`src/spimsp_regs.vh`:
```
// Purpose: register map and field layout of the serial port
// Assumes: APB byte addresses, one register per aligned word
// Notes: all values shared by the port and its bench
`ifndef SPIMSP_REGS_VH
`define SPIMSP_REGS_VH
// ----------------------------------------
// register offsets
// ----------------------------------------
`define SPIMSP_CTRL_OFF 12'h000
`define SPIMSP_STAT_OFF 12'h004
`define SPIMSP_DATA_OFF 12'h008
`define SPIMSP_PIN_OFF 12'h00C
// ----------------------------------------
// control fields
// ----------------------------------------
`define SPIMSP_CTRL_IE 7
`define SPIMSP_CTRL_EN 6
`define SPIMSP_CTRL_LSB 5
`define SPIMSP_CTRL_MASTER_ROLE_SELECT 4
`define SPIMSP_CTRL_CPOL 3
`define SPIMSP_CTRL_CPHA 2
// ----------------------------------------
// status fields
// ----------------------------------------
`define SPIMSP_STAT_DONE 7
`define SPIMSP_STAT_WRITE_COLLISION_FLAG 6
`define SPIMSP_STAT_DBL 0
// ----------------------------------------
// pin config fields (direction and ss level)
// ----------------------------------------
`define SPIMSP_PIN_SS_OUT 0
`define SPIMSP_PIN_SS_LVL 1
`define SPIMSP_PIN_MOSI_OE 2
`define SPIMSP_PIN_MISO_OE 3
`define SPIMSP_PIN_SCK_OE 4
// ----------------------------------------
// reset values and bits per byte
// ----------------------------------------
`define SPIMSP_CTRL_RST 8'h00
`define SPIMSP_PIN_RST 5'h02
`define SPIMSP_BYTE_BITS 4'h8
`endif

```
`src/spimsp_port.v`:
```
// Purpose: byte SPI port, master or slave, with APB register access
// Assumes: one 250 MHz clock; pins sampled through two flip-flops
// Notes: half-period count in system clocks is divider / 2
//
// Behaviour
// - slave with select low is active; miso driven only if enabled
// - slave with select high keeps pins as inputs and ignores data
// - select rising in slave clears bit counter and partial shift data
// - master with select as output: plain output, no effect on port
// - select input low in master clears master bit, becomes slave
// - forced demotion sets done flag and raises interrupt if enabled
// - interrupt only when done flag, enable bit and global enable set
// - port enable bit gates every transfer in both roles
// - bit order one sends lsb first, zero sends msb first
// - role bit one selects master, zero selects slave
// - polarity one idles sck high, zero idles sck low
// - phase zero samples leading edge, one samples trailing edge
// - rate bits act only in master role
// - normal speed divides clock by 4, 16, 64, 128
// - double speed divides clock by 2, 8, 32, 64
// - master data write runs eight bits then sets done flag
// - transmit single buffered, receive double buffered
// - done clears on vector ack or status read then data access
// - data write during a transfer sets collision flag
`include "spimsp_regs.vh"
`timescale 1ns/1ps
`default_nettype none
module spimsp_port (
  input wire CLK_SYS_IN,
  input wire RST_N_IN,
  input wire PSEL_IN,
  input wire PENABLE_IN,
  input wire PWRITE_IN,
  input wire [11:0] PADDR_IN,
  input wire [31:0] PWDATA_IN,
  output wire [31:0] PRDATA_OUT,
  output wire PREADY_OUT,
  output wire PSLVERR_OUT,
  input wire GLOBAL_IRQ_EN_IN,
  input wire IRQ_ACK_IN,
  output wire IRQ_OUT,
  input wire SCK_IN,
  output wire SCK_OUT,
  output wire SCK_OE_OUT,
  input wire MOSI_IN,
  output wire MOSI_OUT,
  output wire MOSI_OE_OUT,
  input wire MISO_IN,
  output wire MISO_OUT,
  output wire MISO_OE_OUT,
  input wire SS_N_IN,
  output wire SS_N_OUT,
  output wire SS_N_OE_OUT
);
  // ----------------------------------------
  // state
  // ----------------------------------------
  reg [7:0] ctrl_ff;
  reg dbl_ff;
  reg [4:0] pin_ff;
  reg done_ff;
  reg write_collision_flag_ff;
  reg armed_ff;
  reg [7:0] shift_ff;
  reg [7:0] rxbuf_ff;
  reg [2:0] cnt_ff;
  reg busy_ff;
  reg sck_ff;
  reg [6:0] div_ff;
  reg half_ff;
  reg mosi_ff;
  reg [2:0] sck_s_ff;
  reg [1:0] ss_s_ff;
  reg [1:0] mosi_s_ff;
  reg [1:0] miso_s_ff;
  reg ss_d_ff;
  reg [31:0] rdata_ff;
  reg [1:0] msamp_d_ff;
  reg [1:0] mlast_d_ff;
  reg [7:0] mrx_ff;
  wire en = ctrl_ff[`SPIMSP_CTRL_EN];
  wire lsb = ctrl_ff[`SPIMSP_CTRL_LSB];
  wire master_role_select = ctrl_ff[`SPIMSP_CTRL_MASTER_ROLE_SELECT];
  wire cpol = ctrl_ff[`SPIMSP_CTRL_CPOL];
  wire cpha = ctrl_ff[`SPIMSP_CTRL_CPHA];
  wire ss_in_mode = ~pin_ff[`SPIMSP_PIN_SS_OUT];
  wire ss_n = ss_s_ff[1];
  // ----------------------------------------
  // apb decode
  // ----------------------------------------
  wire acc = PSEL_IN & PENABLE_IN;
  wire wr = acc & PWRITE_IN;
  wire rd = acc & ~PWRITE_IN;
  wire a_ctrl = (PADDR_IN == `SPIMSP_CTRL_OFF);
  wire a_stat = (PADDR_IN == `SPIMSP_STAT_OFF);
  wire a_data = (PADDR_IN == `SPIMSP_DATA_OFF);
  wire a_pin = (PADDR_IN == `SPIMSP_PIN_OFF);
  wire mapped = a_ctrl | a_stat | a_data | a_pin;
  assign PREADY_OUT = 1'b1;
  assign PSLVERR_OUT = acc & ~mapped;
  assign PRDATA_OUT = rdata_ff;
  wire data_acc = acc & a_data;
  wire data_wr = wr & a_data;
  // ----------------------------------------
  // pin synchronisers
  // ----------------------------------------
  always @(posedge CLK_SYS_IN) begin
    if (!RST_N_IN) begin
      sck_s_ff <= 3'h0;
      ss_s_ff <= 2'h3;
      ss_d_ff <= 1'b1;
      mosi_s_ff <= 2'h0;
      miso_s_ff <= 2'h0;
    end else begin
      sck_s_ff <= {sck_s_ff[1:0], SCK_IN};
      ss_s_ff <= {ss_s_ff[0], SS_N_IN};
      ss_d_ff <= ss_s_ff[1];
      mosi_s_ff <= {mosi_s_ff[0], MOSI_IN};
      miso_s_ff <= {miso_s_ff[0], MISO_IN};
    end
  end
  // ----------------------------------------
  // edge classification
  // ----------------------------------------
  // divider half period: full ratio / 2, minus one
  reg [6:0] half_max;
  always @* begin
    case ({dbl_ff, ctrl_ff[1:0]})
      3'h0: half_max = 7'h01;
      3'h1: half_max = 7'h07;
      3'h2: half_max = 7'h1F;
      3'h3: half_max = 7'h3F;
      3'h4: half_max = 7'h00;
      3'h5: half_max = 7'h03;
      3'h6: half_max = 7'h0F;
      default: half_max = 7'h1F;
    endcase
  end
  wire tick = busy_ff & master_role_select & (div_ff == half_max);
  // slave edges from synchronised sck; first stage not read here
  wire s_rise = sck_s_ff[1] & ~sck_s_ff[2];
  wire s_fall = ~sck_s_ff[1] & sck_s_ff[2];
  wire s_active = en & ~master_role_select & ~ss_n;
  wire s_lead = s_active & (cpol ? s_fall : s_rise);
  wire s_trail = s_active & (cpol ? s_rise : s_fall);
  // master: half_ff low means next toggle is a leading edge
  wire m_lead = tick & ~half_ff;
  wire m_trail = tick & half_ff;
  wire lead = master_role_select ? m_lead : s_lead;
  wire trail = master_role_select ? m_trail : s_trail;
  wire samp = cpha ? trail : lead;
  wire setup = cpha ? lead : trail;
  wire din = master_role_select ? miso_s_ff[1] : mosi_s_ff[1];
  wire last = samp & (cnt_ff == 3'h7);
  // master ends on the trailing edge that closes the eighth bit
  wire m_end = m_trail & (cpha ? (cnt_ff == 3'h7) : (cnt_ff == 3'h0));
  // master miso is taken two clocks late to cover its synchroniser
  wire [7:0] nxt_mrx = lsb ? {miso_s_ff[1], mrx_ff[7:1]} : {mrx_ff[6:0], miso_s_ff[1]};
  wire out_bit = lsb ? shift_ff[0] : shift_ff[7];
  wire demote = en & master_role_select & ss_in_mode & ~ss_n;
  wire ss_rise = ~master_role_select & ss_n & ~ss_d_ff;
  // ----------------------------------------
  // control, status and pin config registers
  // ----------------------------------------
  always @(posedge CLK_SYS_IN) begin
    if (!RST_N_IN) begin
      ctrl_ff <= `SPIMSP_CTRL_RST;
      dbl_ff <= 1'b0;
      pin_ff <= `SPIMSP_PIN_RST;
    end else begin
      if (wr & a_ctrl)
        ctrl_ff <= PWDATA_IN[7:0];
      if (demote)
        ctrl_ff[`SPIMSP_CTRL_MASTER_ROLE_SELECT] <= 1'b0;
      if (wr & a_stat)
        dbl_ff <= PWDATA_IN[`SPIMSP_STAT_DBL];
      if (wr & a_pin)
        pin_ff <= PWDATA_IN[4:0];
    end
  end
  // ----------------------------------------
  // flags: done and collision, set beats clear
  // ----------------------------------------
  wire done_set = (last & ~master_role_select) | mlast_d_ff[1] | demote;
  wire write_collision_flag_set = data_wr & busy_ff;
  always @(posedge CLK_SYS_IN) begin
    if (!RST_N_IN) begin
      done_ff <= 1'b0;
      write_collision_flag_ff <= 1'b0;
      armed_ff <= 1'b0;
    end else begin
      if (rd & a_stat & (done_ff | write_collision_flag_ff))
        armed_ff <= 1'b1;
      else if (data_acc)
        armed_ff <= 1'b0;
      if (done_set)
        done_ff <= 1'b1;
      else if (IRQ_ACK_IN | (data_acc & armed_ff))
        done_ff <= 1'b0;
      if (write_collision_flag_set)
        write_collision_flag_ff <= 1'b1;
      else if (data_acc & armed_ff)
        write_collision_flag_ff <= 1'b0;
    end
  end
  assign IRQ_OUT = done_ff & ctrl_ff[`SPIMSP_CTRL_IE] & GLOBAL_IRQ_EN_IN;
  // ----------------------------------------
  // shift engine and clock generator
  // ----------------------------------------
  wire start = data_wr & ~busy_ff & en;
  always @(posedge CLK_SYS_IN) begin
    if (!RST_N_IN) begin
      shift_ff <= 8'h00;
      rxbuf_ff <= 8'h00;
      cnt_ff <= 3'h0;
      busy_ff <= 1'b0;
      sck_ff <= 1'b0;
      div_ff <= 7'h00;
      half_ff <= 1'b0;
      mosi_ff <= 1'b0;
      msamp_d_ff <= 2'h0;
      mlast_d_ff <= 2'h0;
      mrx_ff <= 8'h00;
    end else if (!en || demote || ss_rise) begin
      msamp_d_ff <= 2'h0;
      mlast_d_ff <= 2'h0;
      cnt_ff <= 3'h0;
      busy_ff <= 1'b0;
      half_ff <= 1'b0;
      div_ff <= 7'h00;
      sck_ff <= cpol;
      if (ss_rise)
        shift_ff <= 8'h00;
      if (!en && data_wr)
        shift_ff <= PWDATA_IN[7:0];
    end else begin
      // delayed master sample strobes
      msamp_d_ff <= {msamp_d_ff[0], samp & master_role_select};
      mlast_d_ff <= {mlast_d_ff[0], last & master_role_select};
      if (msamp_d_ff[1])
        mrx_ff <= nxt_mrx;
      if (mlast_d_ff[1])
        rxbuf_ff <= nxt_mrx;
      // idle level follows polarity between bytes
      if (!busy_ff)
        sck_ff <= cpol;
      if (start) begin
        shift_ff <= PWDATA_IN[7:0];
        busy_ff <= master_role_select;
        div_ff <= 7'h00;
        half_ff <= 1'b0;
        if (!cpha)
          mosi_ff <= lsb ? PWDATA_IN[0] : PWDATA_IN[7];
      end else begin
        if (busy_ff & master_role_select)
          div_ff <= tick ? 7'h00 : div_ff + 7'h01;
        if (tick) begin
          sck_ff <= ~sck_ff;
          half_ff <= ~half_ff;
        end
        if (setup)
          mosi_ff <= out_bit;
        if (samp) begin
          shift_ff <= lsb ? {din, shift_ff[7:1]} : {shift_ff[6:0], din};
          cnt_ff <= cnt_ff + 3'h1;
        end
        if (last && !master_role_select) begin
          rxbuf_ff <= lsb ? {din, shift_ff[7:1]} : {shift_ff[6:0], din};
          busy_ff <= 1'b0;
        end
        if (m_end)
          busy_ff <= 1'b0;
        // slave is busy while bits are mid-byte
        if (!master_role_select && samp && !last)
          busy_ff <= 1'b1;
      end
    end
  end
  // ----------------------------------------
  // read data
  // ----------------------------------------
  always @(posedge CLK_SYS_IN) begin
    if (!RST_N_IN)
      rdata_ff <= 32'h00000000;
    else if (PSEL_IN & ~PENABLE_IN & ~PWRITE_IN) begin
      if (a_ctrl)
        rdata_ff <= {24'h000000, ctrl_ff};
      else if (a_stat)
        rdata_ff <= {24'h000000, done_ff, write_collision_flag_ff, 5'h00, dbl_ff};
      else if (a_data)
        rdata_ff <= {24'h000000, rxbuf_ff};
      else if (a_pin)
        rdata_ff <= {27'h0000000, pin_ff};
      else
        rdata_ff <= 32'h00000000;
    end
  end
  // ----------------------------------------
  // pin drive
  // ----------------------------------------
  wire m_role = en & master_role_select;
  assign SCK_OUT = sck_ff;
  assign SCK_OE_OUT = m_role & pin_ff[`SPIMSP_PIN_SCK_OE];
  assign MOSI_OUT = mosi_ff;
  assign MOSI_OE_OUT = m_role & pin_ff[`SPIMSP_PIN_MOSI_OE];
  // slave miso: with phase zero the first bit shows straight from the shift register
  assign MISO_OUT = (cnt_ff == 3'h0 && !cpha) ? out_bit : mosi_ff;
  assign MISO_OE_OUT = s_active & pin_ff[`SPIMSP_PIN_MISO_OE];
  assign SS_N_OUT = pin_ff[`SPIMSP_PIN_SS_LVL];
  assign SS_N_OE_OUT = master_role_select & pin_ff[`SPIMSP_PIN_SS_OUT];
endmodule
`default_nettype wire

```
`config.mk`:
```
export PLATFORM = sky130hd
export DESIGN_NAME = spimsp_port
export DESIGN_NICKNAME = d
export VERILOG_FILES = /design/src/spimsp_port.v
export VERILOG_INCLUDE_DIRS = /design/src
export SDC_FILE = /design/constraint.sdc
export NUM_CORES = 1
export LEC_CHECK = 0
export ABC_AREA = 0
export BUFFER_PORTS_ARGS = -buffer_cell sky130_fd_sc_hd__buf_4
export CAP_MARGIN = 10
export CORE_ASPECT_RATIO = 1.2
export CORE_UTILIZATION = 53
export CTS_CLUSTER_DIAMETER = 30
export DETAILED_ROUTE_END_ITERATION = 10
export PLACE_DENSITY = 0.79
export SYNTH_ARGS = -nofsm -noshare
export SYNTH_HDL_FRONTEND = slang
export SYNTH_SLANG_ARGS = --single-unit
export TNS_END_PERCENT = 20
```
`constraint.sdc`:
```
create_clock -name CLK_SYS_IN -period 2.7 [get_ports CLK_SYS_IN]
set_clock_uncertainty 0.1 [all_clocks]
set_input_delay 0.27 -clock CLK_SYS_IN [delete_from_list [all_inputs] [get_ports CLK_SYS_IN]]
set_output_delay 0.27 -clock CLK_SYS_IN [all_outputs]
set_load 0.05 [all_outputs]
```
==> results of run 1 <==
-- cell type report --
cell class                      instances  share of cell area [%]
Tap cell                               92                    2.34
Clock buffer                           11                    2.88
Timing Repair Buffer                   75                    11.8
Sequential cell                        77                    31.4
Clock inverter                          5                    2.17
Multi-Input combinational cell        369                    49.0
Inverter                                6                   0.459
-- flip-flops by register name (all words and copies together) (netlist names) --
register                 count
pin_ff                       5
MOSI_OUT                     1
ss_d_ff                      1
busy_ff                      1
done_ff                      1
mrx_ff                       8
SCK_OUT                      1
shift_ff                     8
sck_s_ff                     3
mlast_d_ff                   2
armed_ff                     1
dbl_ff                       1
ss_s_ff                      2
cnt_ff                       3
rxbuf_ff                     8
div_ff                       7
msamp_d_ff                   2
write_collision_flag_ff      1
PRDATA_OUT                   8
mosi_s_ff                    2
ctrl_ff                      8
miso_s_ff                    2
half_ff                      1
-- metal layers --
layer	track usage, %	routed length (um)
met5	0	0
met4	13.7	368
met3	5.64	605
met2	43.3	5160
met1	31.3	4460
-- how the worst max path moves through the flow --
| stage | depth (start not counted) | to | start |
|---|---|---|---|
| finish | 8 | rxbuf_ff[7] | ctrl_ff[1] |
| global route | 8 | rxbuf_ff[4] | ctrl_ff[1] |
| CTS | 8 | rxbuf_ff[4] | ctrl_ff[1] |
| detailed placement | 6 | MOSI_OUT | PADDR_IN[11] |
| global placement | 6 | MOSI_OUT | PADDR_IN[11] |
| floorplan | 5 | MOSI_OUT | PADDR_IN[11] |
-- timing repair --
item | 4_1_cts | 5_1_grt
hold endpoints to repair | 1 | 0
gates resized for setup | 0 | 1
hold buffers | 1 | 0
endpoints found under the setup margin | 0 | 5
buffers inserted | 0 | 2
-- worst max-delay path, stage by stage, from the launching register on --
cell and delay, ns:
dfxtp_1 0.37, buf_4 0.17, nand2b_1 0.06, a21oi_1 0.09, a2111oi_4 0.46, nand4_2 0.28
a22o_1 0.33, nor4_1 0.51, nor3_1 0.08
-- through the flow --
step	total power (W)	std cells	instance area [sq um]	utilization [%]	worst slack [ns]
after detailed placement	0.00137	616	4630	60.4	0.0205
after CTS	0.00244	633	4890	63.8	0.132
after global placement	0.00137	616	4630	60.4	0.0234
after floorplan	0.00134	505	4260	-	0.224
final	0.00243	635	4910	64.1	0.112
after global routing	0.00249	635	4910	64.1	0.0112
-- power breakdown --
| group | internal [W] | switching (W) |
|---|---|---|
| Sequential | 0.00114 | 0.00000691 |
| Clock | 0.000643 | 0.000438 |
| Combinational | 0.0000553 | 0.000137 |
-- cell usage in the layout (no fill, tap or decap), types with 4 or more instances in the layout --
| cell type | Yosys | final |
|---|---|---|
| o21ai_1 | 7 | 7 |
| buf_4 | 25 | 73 |
| nand3_1 | 24 | 24 |
| mux2_2 | 6 | 6 |
| nor3b_1 | 8 | 7 |
| dfxtp_1 | 77 | 77 |
| nand2b_1 | 13 | 13 |
| inv_1 | 6 | 6 |
| o211ai_1 | 9 | 9 |
| xor2_1 | 5 | 5 |
| o21ai_0 | 25 | 25 |
| o221a_2 | 7 | 7 |
| nor2_1 | 33 | 33 |
| and2_1 | 14 | 14 |
| ha_1 | 4 | 4 |
| a21oi_1 | 28 | 28 |
| conb_1 | 2 | 25 |
| mux2i_1 | 27 | 27 |
| a221oi_1 | 5 | 5 |
| nor2b_1 | 14 | 14 |
| a22oi_1 | 7 | 7 |
| and3_1 | 7 | 7 |
| clkbuf_8 | 0 | 10 |
| nor3_1 | 4 | 4 |
| nand2_1 | 39 | 39 |
| a211oi_1 | 12 | 12 |
| and3b_1 | 4 | 4 |
-- cell families after synthesis --
| kind of cell | synth area share [%] |
|---|---|
| xor gates and xnor gates | 1.05 |
| AOI/OAI and AO/OA | 19.9 |
| buffers and inverters | 7.85 |
| other | 0.180 |
| adders and majority gates | 1.20 |
| muxes | 9.17 |
| and+or+nand+nor | 23.7 |
| DFF | 36.9 |
==> impl_metrics.tcl, run 1 <==
set metrics [dict create \
    cts_tree "done" \
    synth-edff-count 0 \
    cts_buffers 9 \
    crit_required_ns 2.83 \
    wl_mm 10.6 \
    placementRows 35 \
    yosysTopAreaCell "dfxtp_1" \
    tightest_slew_ns 0.784 \
    core-area_sq_um 7660 \
    dpl.hpwl_mm 7.58 \
    fin_crit_ns 2.59 \
    first_global_vias 3563 \
    timing.hold.ws_ns 0.0175 \
    syn2layout_area_growth_pct 17.6 \
    min_to "miso_s_ff[0]" \
    slew_viol_final 0 \
    final_hold_viol_count 0 \
    die-area_sq_um 8240 \
    max_clock_freq_mhz 386 \
    netlist-cell-type-count 61 \
    drv_cap 0 \
    vias_per_cell 5.96 \
    clock_sinks 77 \
    dr.pass1.iters 5 \
    io_pins 98 \
    clock_latency_ns 0.36 \
    die_w_um 83.0 \
    netlist_area_sq_um 4180 \
    slew_headroom_pct 47.6 \
    avgSynthCellArea_sq_um 8.66 \
    overflow 0 \
    holdCritStartpoint "MISO_IN" \
    fp.dieH_um 99.2 \
    drive_gt1_share_pct 22.1 \
    rr_worst_depth 8 \
    synth_area_leaders "dfxtp_1, mux2i_1, buf_4" \
    cts_max_level 3 \
    clk_path_buf_depth 2 \
    setup_viol 0 \
    p_per_area_nw_per_um2 494 \
    routabilityCongestion 0.837 \
    cp-start-kind "flop" \
    num-nets-final 597 \
    vias 3782 \
    post-route-period-util_pct 95.8 \
    whs_path_depth 2 \
    rsz0062_at_grt "false" \
    hold_class "input pin to flop" \
    grt_max_degree 34 \
    r2r_slack_ns 0.11 \
    netlist_instances 482 \
    drc 0 \
    timing.critical_path.arrival_ns 2.72 \
    track_usage_pct 25.9 \
    io_buffers 48 \
    ys_ff_latch 77 \
    yosysMostFrequentCell "dfxtp_1" \
    synth_top_area_share_pct 36.9 \
    outcome "finished clean" \
    initialDrtViolationCount 261 \
    synth_common_cells "dfxtp_1, nand2_1, nor2_1, a21oi_1, mux2i_1" \
    drtAntennaViolNets 0 \
    crit_path_end_kind "flop" \
    r2r-end "rxbuf_ff[7]" \
    synth-seq-area-share_pct 36.9 \
    cp_max_fo 6 \
    fin_setup_tns_ns 0 \
    synth_ff_type "dfxtp_1" \
    ys_async_sr_fraction_pct 0 \
    leakage_nw 1.93 \
    antenna_found_initial 0 \
    antenna_cells 0 \
    path_clk_slew_ns 0.08 \
    fillers 644 \
    ir_drop_mv 0.316 \
    seqCellArea_sq_um 1540 \
    wl_per_cell_um 16.7 \
    start_util_pct 54.5 \
    yosysWarnings 0 \
    multiInputGateArea_sq_um 2410 \
    r2r_start "ctrl_ff[1]" \
    grt_first_pass_wirelength_mm 17.1 \
    crit_type "flop to flop" \
    cts_root_buf "clkbuf_8" \
]
Note: power is estimated with default switching activity, not from simulation.
==> run 2, diff against run 1 <==
Settings changed: ABC_AREA 0 to 1.
==> run 2 against run 1 <==
- clock power is 28% lower
- first-iteration DRC count is 13% lower
- register-to-register slack better by 0.32 ns
- sequential power hardly changed
- final cell count is 22% higher
- global-route usage is 0.29 points lower
- largest power group unchanged
- cell area is 2.4% lower
- flip-flop and latch count stayed put
- utilization is 1.9 points lower
- critical path depth is 2 higher
- power is 11% lower
- critical endpoint is now shift_ff[1]
==> impl_metrics.tcl, run 2 <==
set metrics [dict create \
    tightest_slew_ns 0.504 \
    fp.dieH_um 100 \
    antenna_found_initial 0 \
    cts_root_buf "clkbuf_8" \
    drive_gt1_share_pct 15.1 \
    cp_cell_sequence "nand2_1 -> nor3_2 -> nor2_1 -> nand2_1 -> inv_1 -> nand3_2 -> o21a_4 -> nand2_1 -> nand2_1 -> nor2_1" \
    critPathSlowestCell "dfxtp_1" \
    die_w_um 83.7 \
    crit_path_end_kind "flop" \
    yosysWarnings 0 \
    dp_cells 756 \
    yosysMostFrequentCell "nand2_1" \
    r2r_slack_ns 0.43 \
    cp-start-kind "flop" \
    crit_type "flop to flop" \
    placementRows 35 \
    holdCritStartpoint "PWDATA_IN[5]" \
    antenna_cells 0 \
    rr_worst_depth 10 \
    start_util_pct 55.1 \
    synth-edff-count 0 \
    drtAntennaViolNets 0 \
    routabilityCongestion 0.889 \
    netlist_area_sq_um 4250 \
    synth-seq-area-share_pct 36.3 \
    vias_per_cell 5.35 \
    timing.critical_path.arrival_ns 2.42 \
    synth_area_leaders "dfxtp_1, nand2_1, o21ai_0" \
    crit_required_ns 2.85 \
    io_pins 98 \
    whs_path_depth 3 \
    dpl.hpwl_mm 7.67 \
    core-area_sq_um 7710 \
    cp_max_fo 16 \
    syn2layout_area_growth_pct 12.9 \
    path_clk_slew_ns 0.08 \
    leakage_nw 2.05 \
    slowest_delay_ns 0.56 \
    final_hold_viol_count 0 \
    num-nets-final 738 \
    dr.pass1.iters 6 \
    min_to "ctrl_ff[5]" \
    crit_cells 10 \
    cpMostUsedCell "nand2_1" \
    r2r_start "ctrl_ff[4]" \
    wl_mm 10.5 \
    synth_common_cells "nand2_1, inv_1, dfxtp_1, o21ai_0, a21oi_1" \
    slew_viol_final 0 \
    io_buffers 48 \
    netlist_instances 629 \
    clock_sinks 77 \
    grt_max_degree 46 \
    avgSynthCellArea_sq_um 6.75 \
    postCtsResizedCells 0 \
    cts_max_level 3 \
    ys_ff_latch 77 \
    crit_family "simple AND/OR/NAND/NOR gates" \
    initialDrtViolationCount 226 \
    track_usage_pct 25.6 \
    wl_per_cell_um 13.5 \
    hold_class "input pin to flop" \
    p_per_area_nw_per_um2 451 \
    critPathBufInv 1 \
    clock_latency_ns 0.36 \
    slew_headroom_pct 66.3 \
    drv_cap 0 \
    rsz0062_at_grt "false" \
    post-route-period-util_pct 84.0 \
    die-area_sq_um 8370 \
    first_global_vias 3818 \
    cts_tree "done" \
    setup_viol 0 \
    fin_setup_tns_ns 0 \
    fin_crit_ns 2.27 \
    vias 4153 \
    final_cell_mix "nand2_1, inv_1, dfxtp_1" \
    clk_path_buf_depth 2 \
    outcome "finished clean" \
    netlist-cell-type-count 44 \
    yosysTopAreaCell "dfxtp_1" \
    final_cells 776 \
    synth_ff_type "dfxtp_1" \
    synth_top_area_share_pct 36.3 \
    drc 0 \
    r2r-end "shift_ff[1]" \
    cts_buffers 9 \
    overflow 0 \
    ir_drop_mv 0.415 \
    grt_first_pass_wirelength_mm 17.3 \
    ys_async_sr_fraction_pct 0 \
    max_clock_freq_mhz 441 \
    final_common_cell "nand2_1" \
]
## run 2: cell families (layout without fill, tap and decap cells)
| kind of cell | Yosys count | after routing | share of synthesized area, % |
|---|---|---|---|
| xor+xnor | 4 | 4 | 0.825 |
| buf+inv | 129 | 161 | 14.2 |
| flops | 77 | 77 | 36.3 |
| mux | 1 | 1 | 0.236 |
| fa+ha+maj | 4 | 4 | 1.18 |
| other cells | 2 | 25 | 0.177 |
| compound gates | 143 | 143 | 18.7 |
| simple gates | 269 | 269 | 28.3 |
## run 2: routing by layer
layer / vias to the layer above / share of wire (%) / global-route usage [%]
met3: 19 / 6.1 / 4.36
met1: 1882 / 44 / 31.9
li1: 2086 / - / -
met5: - / 0 / 0
met2: 166 / 47 / 43.8
met4: 0 / 2.4 / 11.1
## run 2: through the flow
step           hold slack (ns)  util (%)  instance area, sq um  setup slack (ns)  total power [W]
2_1_floorplan            0.268         -                  4330             0.240          0.00137
3_3_place_gp             0.297      59.5                  4590             0.427          0.00140
3_5_place_dp             0.300      59.5                  4590             0.323          0.00141
4_1_cts                  0.130      62.2                  4790             0.489          0.00216
5_1_grt                  0.146      62.2                  4790             0.265          0.00223
6_report                 0.122      62.2                  4790             0.431          0.00216
## run 2: how the worst max path moves through the flow
stage | slack (ns) | to | from
4_1_cts | 0.49 | shift_ff[1] | ctrl_ff[4]
6_report | 0.43 | shift_ff[1] | ctrl_ff[4]
3_3_place_gp | 0.43 | shift_ff[7] | PADDR_IN[1]
5_1_grt | 0.26 | shift_ff[6] | ctrl_ff[4]
3_5_place_dp | 0.32 | shift_ff[6] | PADDR_IN[1]
2_1_floorplan | 0.24 | MISO_OUT | ctrl_ff[5]
## run 2: repair_timing
action | in CTS | in global routing
setup buffers | 0 | 0
hold endpoints to repair | 4 | 0
hold buffers | 4 | 0
## run 2: layout make-up
cell class	instances	area [sq um]
Clock buffer	10	128
Timing Repair Buffer	61	468
Tap cell	92	115
Sequential cell	77	1540
Fill cell	714	2910
Multi-Input combinational cell	446	2190
Clock inverter	6	38.8
Inverter	84	315
## run 2: worst register-to-register path: stages (launching register included)
cell     delay (ns)
dfxtp_1        0.56
nand2_1        0.17
nor3_2         0.27
nor2_1         0.12
nand2_1        0.11
inv_1          0.21
nand3_2        0.15
o21a_4         0.25
nand2_1        0.10
nand2_1        0.07
nor2_1         0.04
## run 2: power by group
group          total, W  leakage [nW]  switching [W]  internal [W]
Sequential      0.00116         0.623     0.00000819       0.00115
Combinational  0.000229          1.35       0.000166     0.0000631
Clock          0.000776        0.0824       0.000444      0.000332
==> run 3, diff against run 2 <==
Clock period 2.7 ns to 2.1 ns, I/O delays scaled along.
==> run 3 against run 2 <==
- worst hold slack worse by 0.065 ns
- wire length up 4.3%
- cell area up 3.8%
- first-iteration DRC count up 80%
- final cell count up 1.7%
- combinational power up 30%
- clock-buffer cell count up 1
- maximum frequency up 16%
- global-route usage up 0.43 points
- sequential power up 28%
- non-clock buffer count up 13
- register-to-register slack worse by 0.28 ns
- largest cell class unchanged
- highest routed layer unchanged
==> impl_metrics.tcl, run 3 (synthesized netlist as in run 2, its figures left out) <==
set metrics [dict create \
    outcome "finished clean" \
    drv_cap 0 \
    r2r_start "div_ff[0]" \
    grt_first_pass_wirelength_mm 17.4 \
    grt_max_degree 45 \
    leakage_nw 2.14 \
    drc 0 \
    rr_worst_depth 11 \
    cp-startpoint "div_ff[0]" \
    wl_mm 10.9 \
    syn2layout_area_growth_pct 17.2 \
    max_clock_freq_mhz 513 \
    vias 4242 \
    first_global_vias 3822 \
    fillers 696 \
    dpl.hpwl_mm 7.88 \
    num-nets-final 752 \
    final_hold_viol_count 0 \
    cts_tree "done" \
    cp-start-kind "flop" \
    drive_gt1_share_pct 18.7 \
    start_util_pct 55.1 \
    hold_class "input pin to flop" \
    cts_buffers 9 \
    antenna_cells 0 \
    crit_type "flop to flop" \
    core-area_sq_um 7710 \
    wl_per_cell_um 13.8 \
    clock_latency_ns 0.35 \
    slew_viol_final 0 \
    die_w_um 83.7 \
    p_per_area_nw_per_um2 582 \
    total_power_w 0.00290 \
    initialDrtViolationCount 407 \
    clk_path_buf_depth 2 \
    clock_sinks 77 \
    overflow 0 \
    io_buffers 48 \
    io_pins 98 \
    r2r-end "rxbuf_ff[5]" \
    setup_viol 0 \
    vias_per_cell 5.38 \
    routabilityCongestion 0.881 \
    fin_util_pct 64.6 \
    dr.pass1.iters 5 \
    track_usage_pct 26.0 \
    cts_max_level 3 \
    crit_required_ns 2.24 \
    final_cell_mix "nand2_1, inv_1, dfxtp_1, buf_4, o21ai_0" \
    post-route-period-util_pct 92.9 \
    path_clk_slew_ns 0.08 \
    critPathCapture "rxbuf_ff[5]" \
    cts_root_buf "clkbuf_8" \
    fin_crit_ns 1.95 \
    r2r_slack_ns 0.15 \
    final_common_cell "nand2_1" \
    crit_path_end_kind "flop" \
    die-area_sq_um 8370 \
    drtAntennaViolNets 0 \
    fp.dieH_um 100 \
    cp_max_fo 8 \
    placementRows 35 \
    ir_drop_mv 0.555 \
    antenna_found_initial 0 \
    timing.critical_path.arrival_ns 2.09 \
]
==> run 3: final cells by class <==
class                      instances  area, sq um  share of cell area (%)
timing repair buffer              74          566                    11.4
clock inverter                     4         48.8                   0.980
inverter                          84          315                    6.33
multi-input combinational        447         2230                    44.9
clock buffer                      11          141                    2.84
sequential                        77         1560                    31.3
tap                               92          115                    2.31
==> run 3: repair_timing <==
item | 4_1_cts | 5_1_grt
gates resized for setup | 1 | 19
buffers inserted | 0 | 3
pin swaps | 0 | 4
gates cloned | 0 | 1
setup endpoints to repair | 7 | 33
hold buffers | 4 | 0
endpoints found under the hold margin | 4 | 0
==> run 3: how the worst min path moves through the flow <==
stage | start | to | slack, ns | depth (start not counted)
floorplan | MISO_IN | miso_s_ff[0] | 0.21 | 2
global placement | MISO_IN | miso_s_ff[0] | 0.29 | 3
detailed placement | MOSI_IN | mosi_s_ff[0] | 0.29 | 3
CTS | PWRITE_IN | armed_ff | 0.04 | 4
global route | PWRITE_IN | armed_ff | 0.08 | 4
finish | PWRITE_IN | armed_ff | 0.06 | 4
==> run 3: stage by stage <==
step           TNS (ns)  cells  area, sq um  hold slack, ns  setup slack (ns)
2_1_floorplan    -0.206    652         4330           0.208            -0.206
3_5_place_dp          0    766         4660           0.295            0.0245
6_report              0    789         4980          0.0569             0.150
5_1_grt         -0.0766    789         4980          0.0758           -0.0294
4_1_cts               0    785         4890          0.0444            0.0151
3_3_place_gp          0    766         4660           0.292            0.0672
==> run 3: where the power goes <==
group | switching [W] | internal [W] | leakage, nW
Clock | 0.000539 | 0.000574 | 0.0992
Sequential | 0.0000107 | 0.00147 | 0.628
Combinational | 0.000215 | 0.0000838 | 1.41
Total | 0.000764 | 0.00213 | 2.14
==> run 3: layer usage <==
layer  wire (um)  share of wire, %  track usage (%)  vias up
met1        4650                43             32.7     1945
met4         214               2.0             12.0        0
met3         765               7.0             3.54       17
met2        5290                48             44.5      171
met5           0                 0                0        -
li1            -                 -                -     2109
==> run 3: critical path: stages, from the launching register on <==
cell	delay, ns
dfxtp_2	0.38
nand2_1	0.10
o21ai_2	0.14
nand2_1	0.10
nor2_4	0.17
nand3_2	0.09
nand3_2	0.09
nand4_1	0.20
nand2_2	0.22
nand2_1	0.11
nand2_1	0.08
a21oi_2	0.04
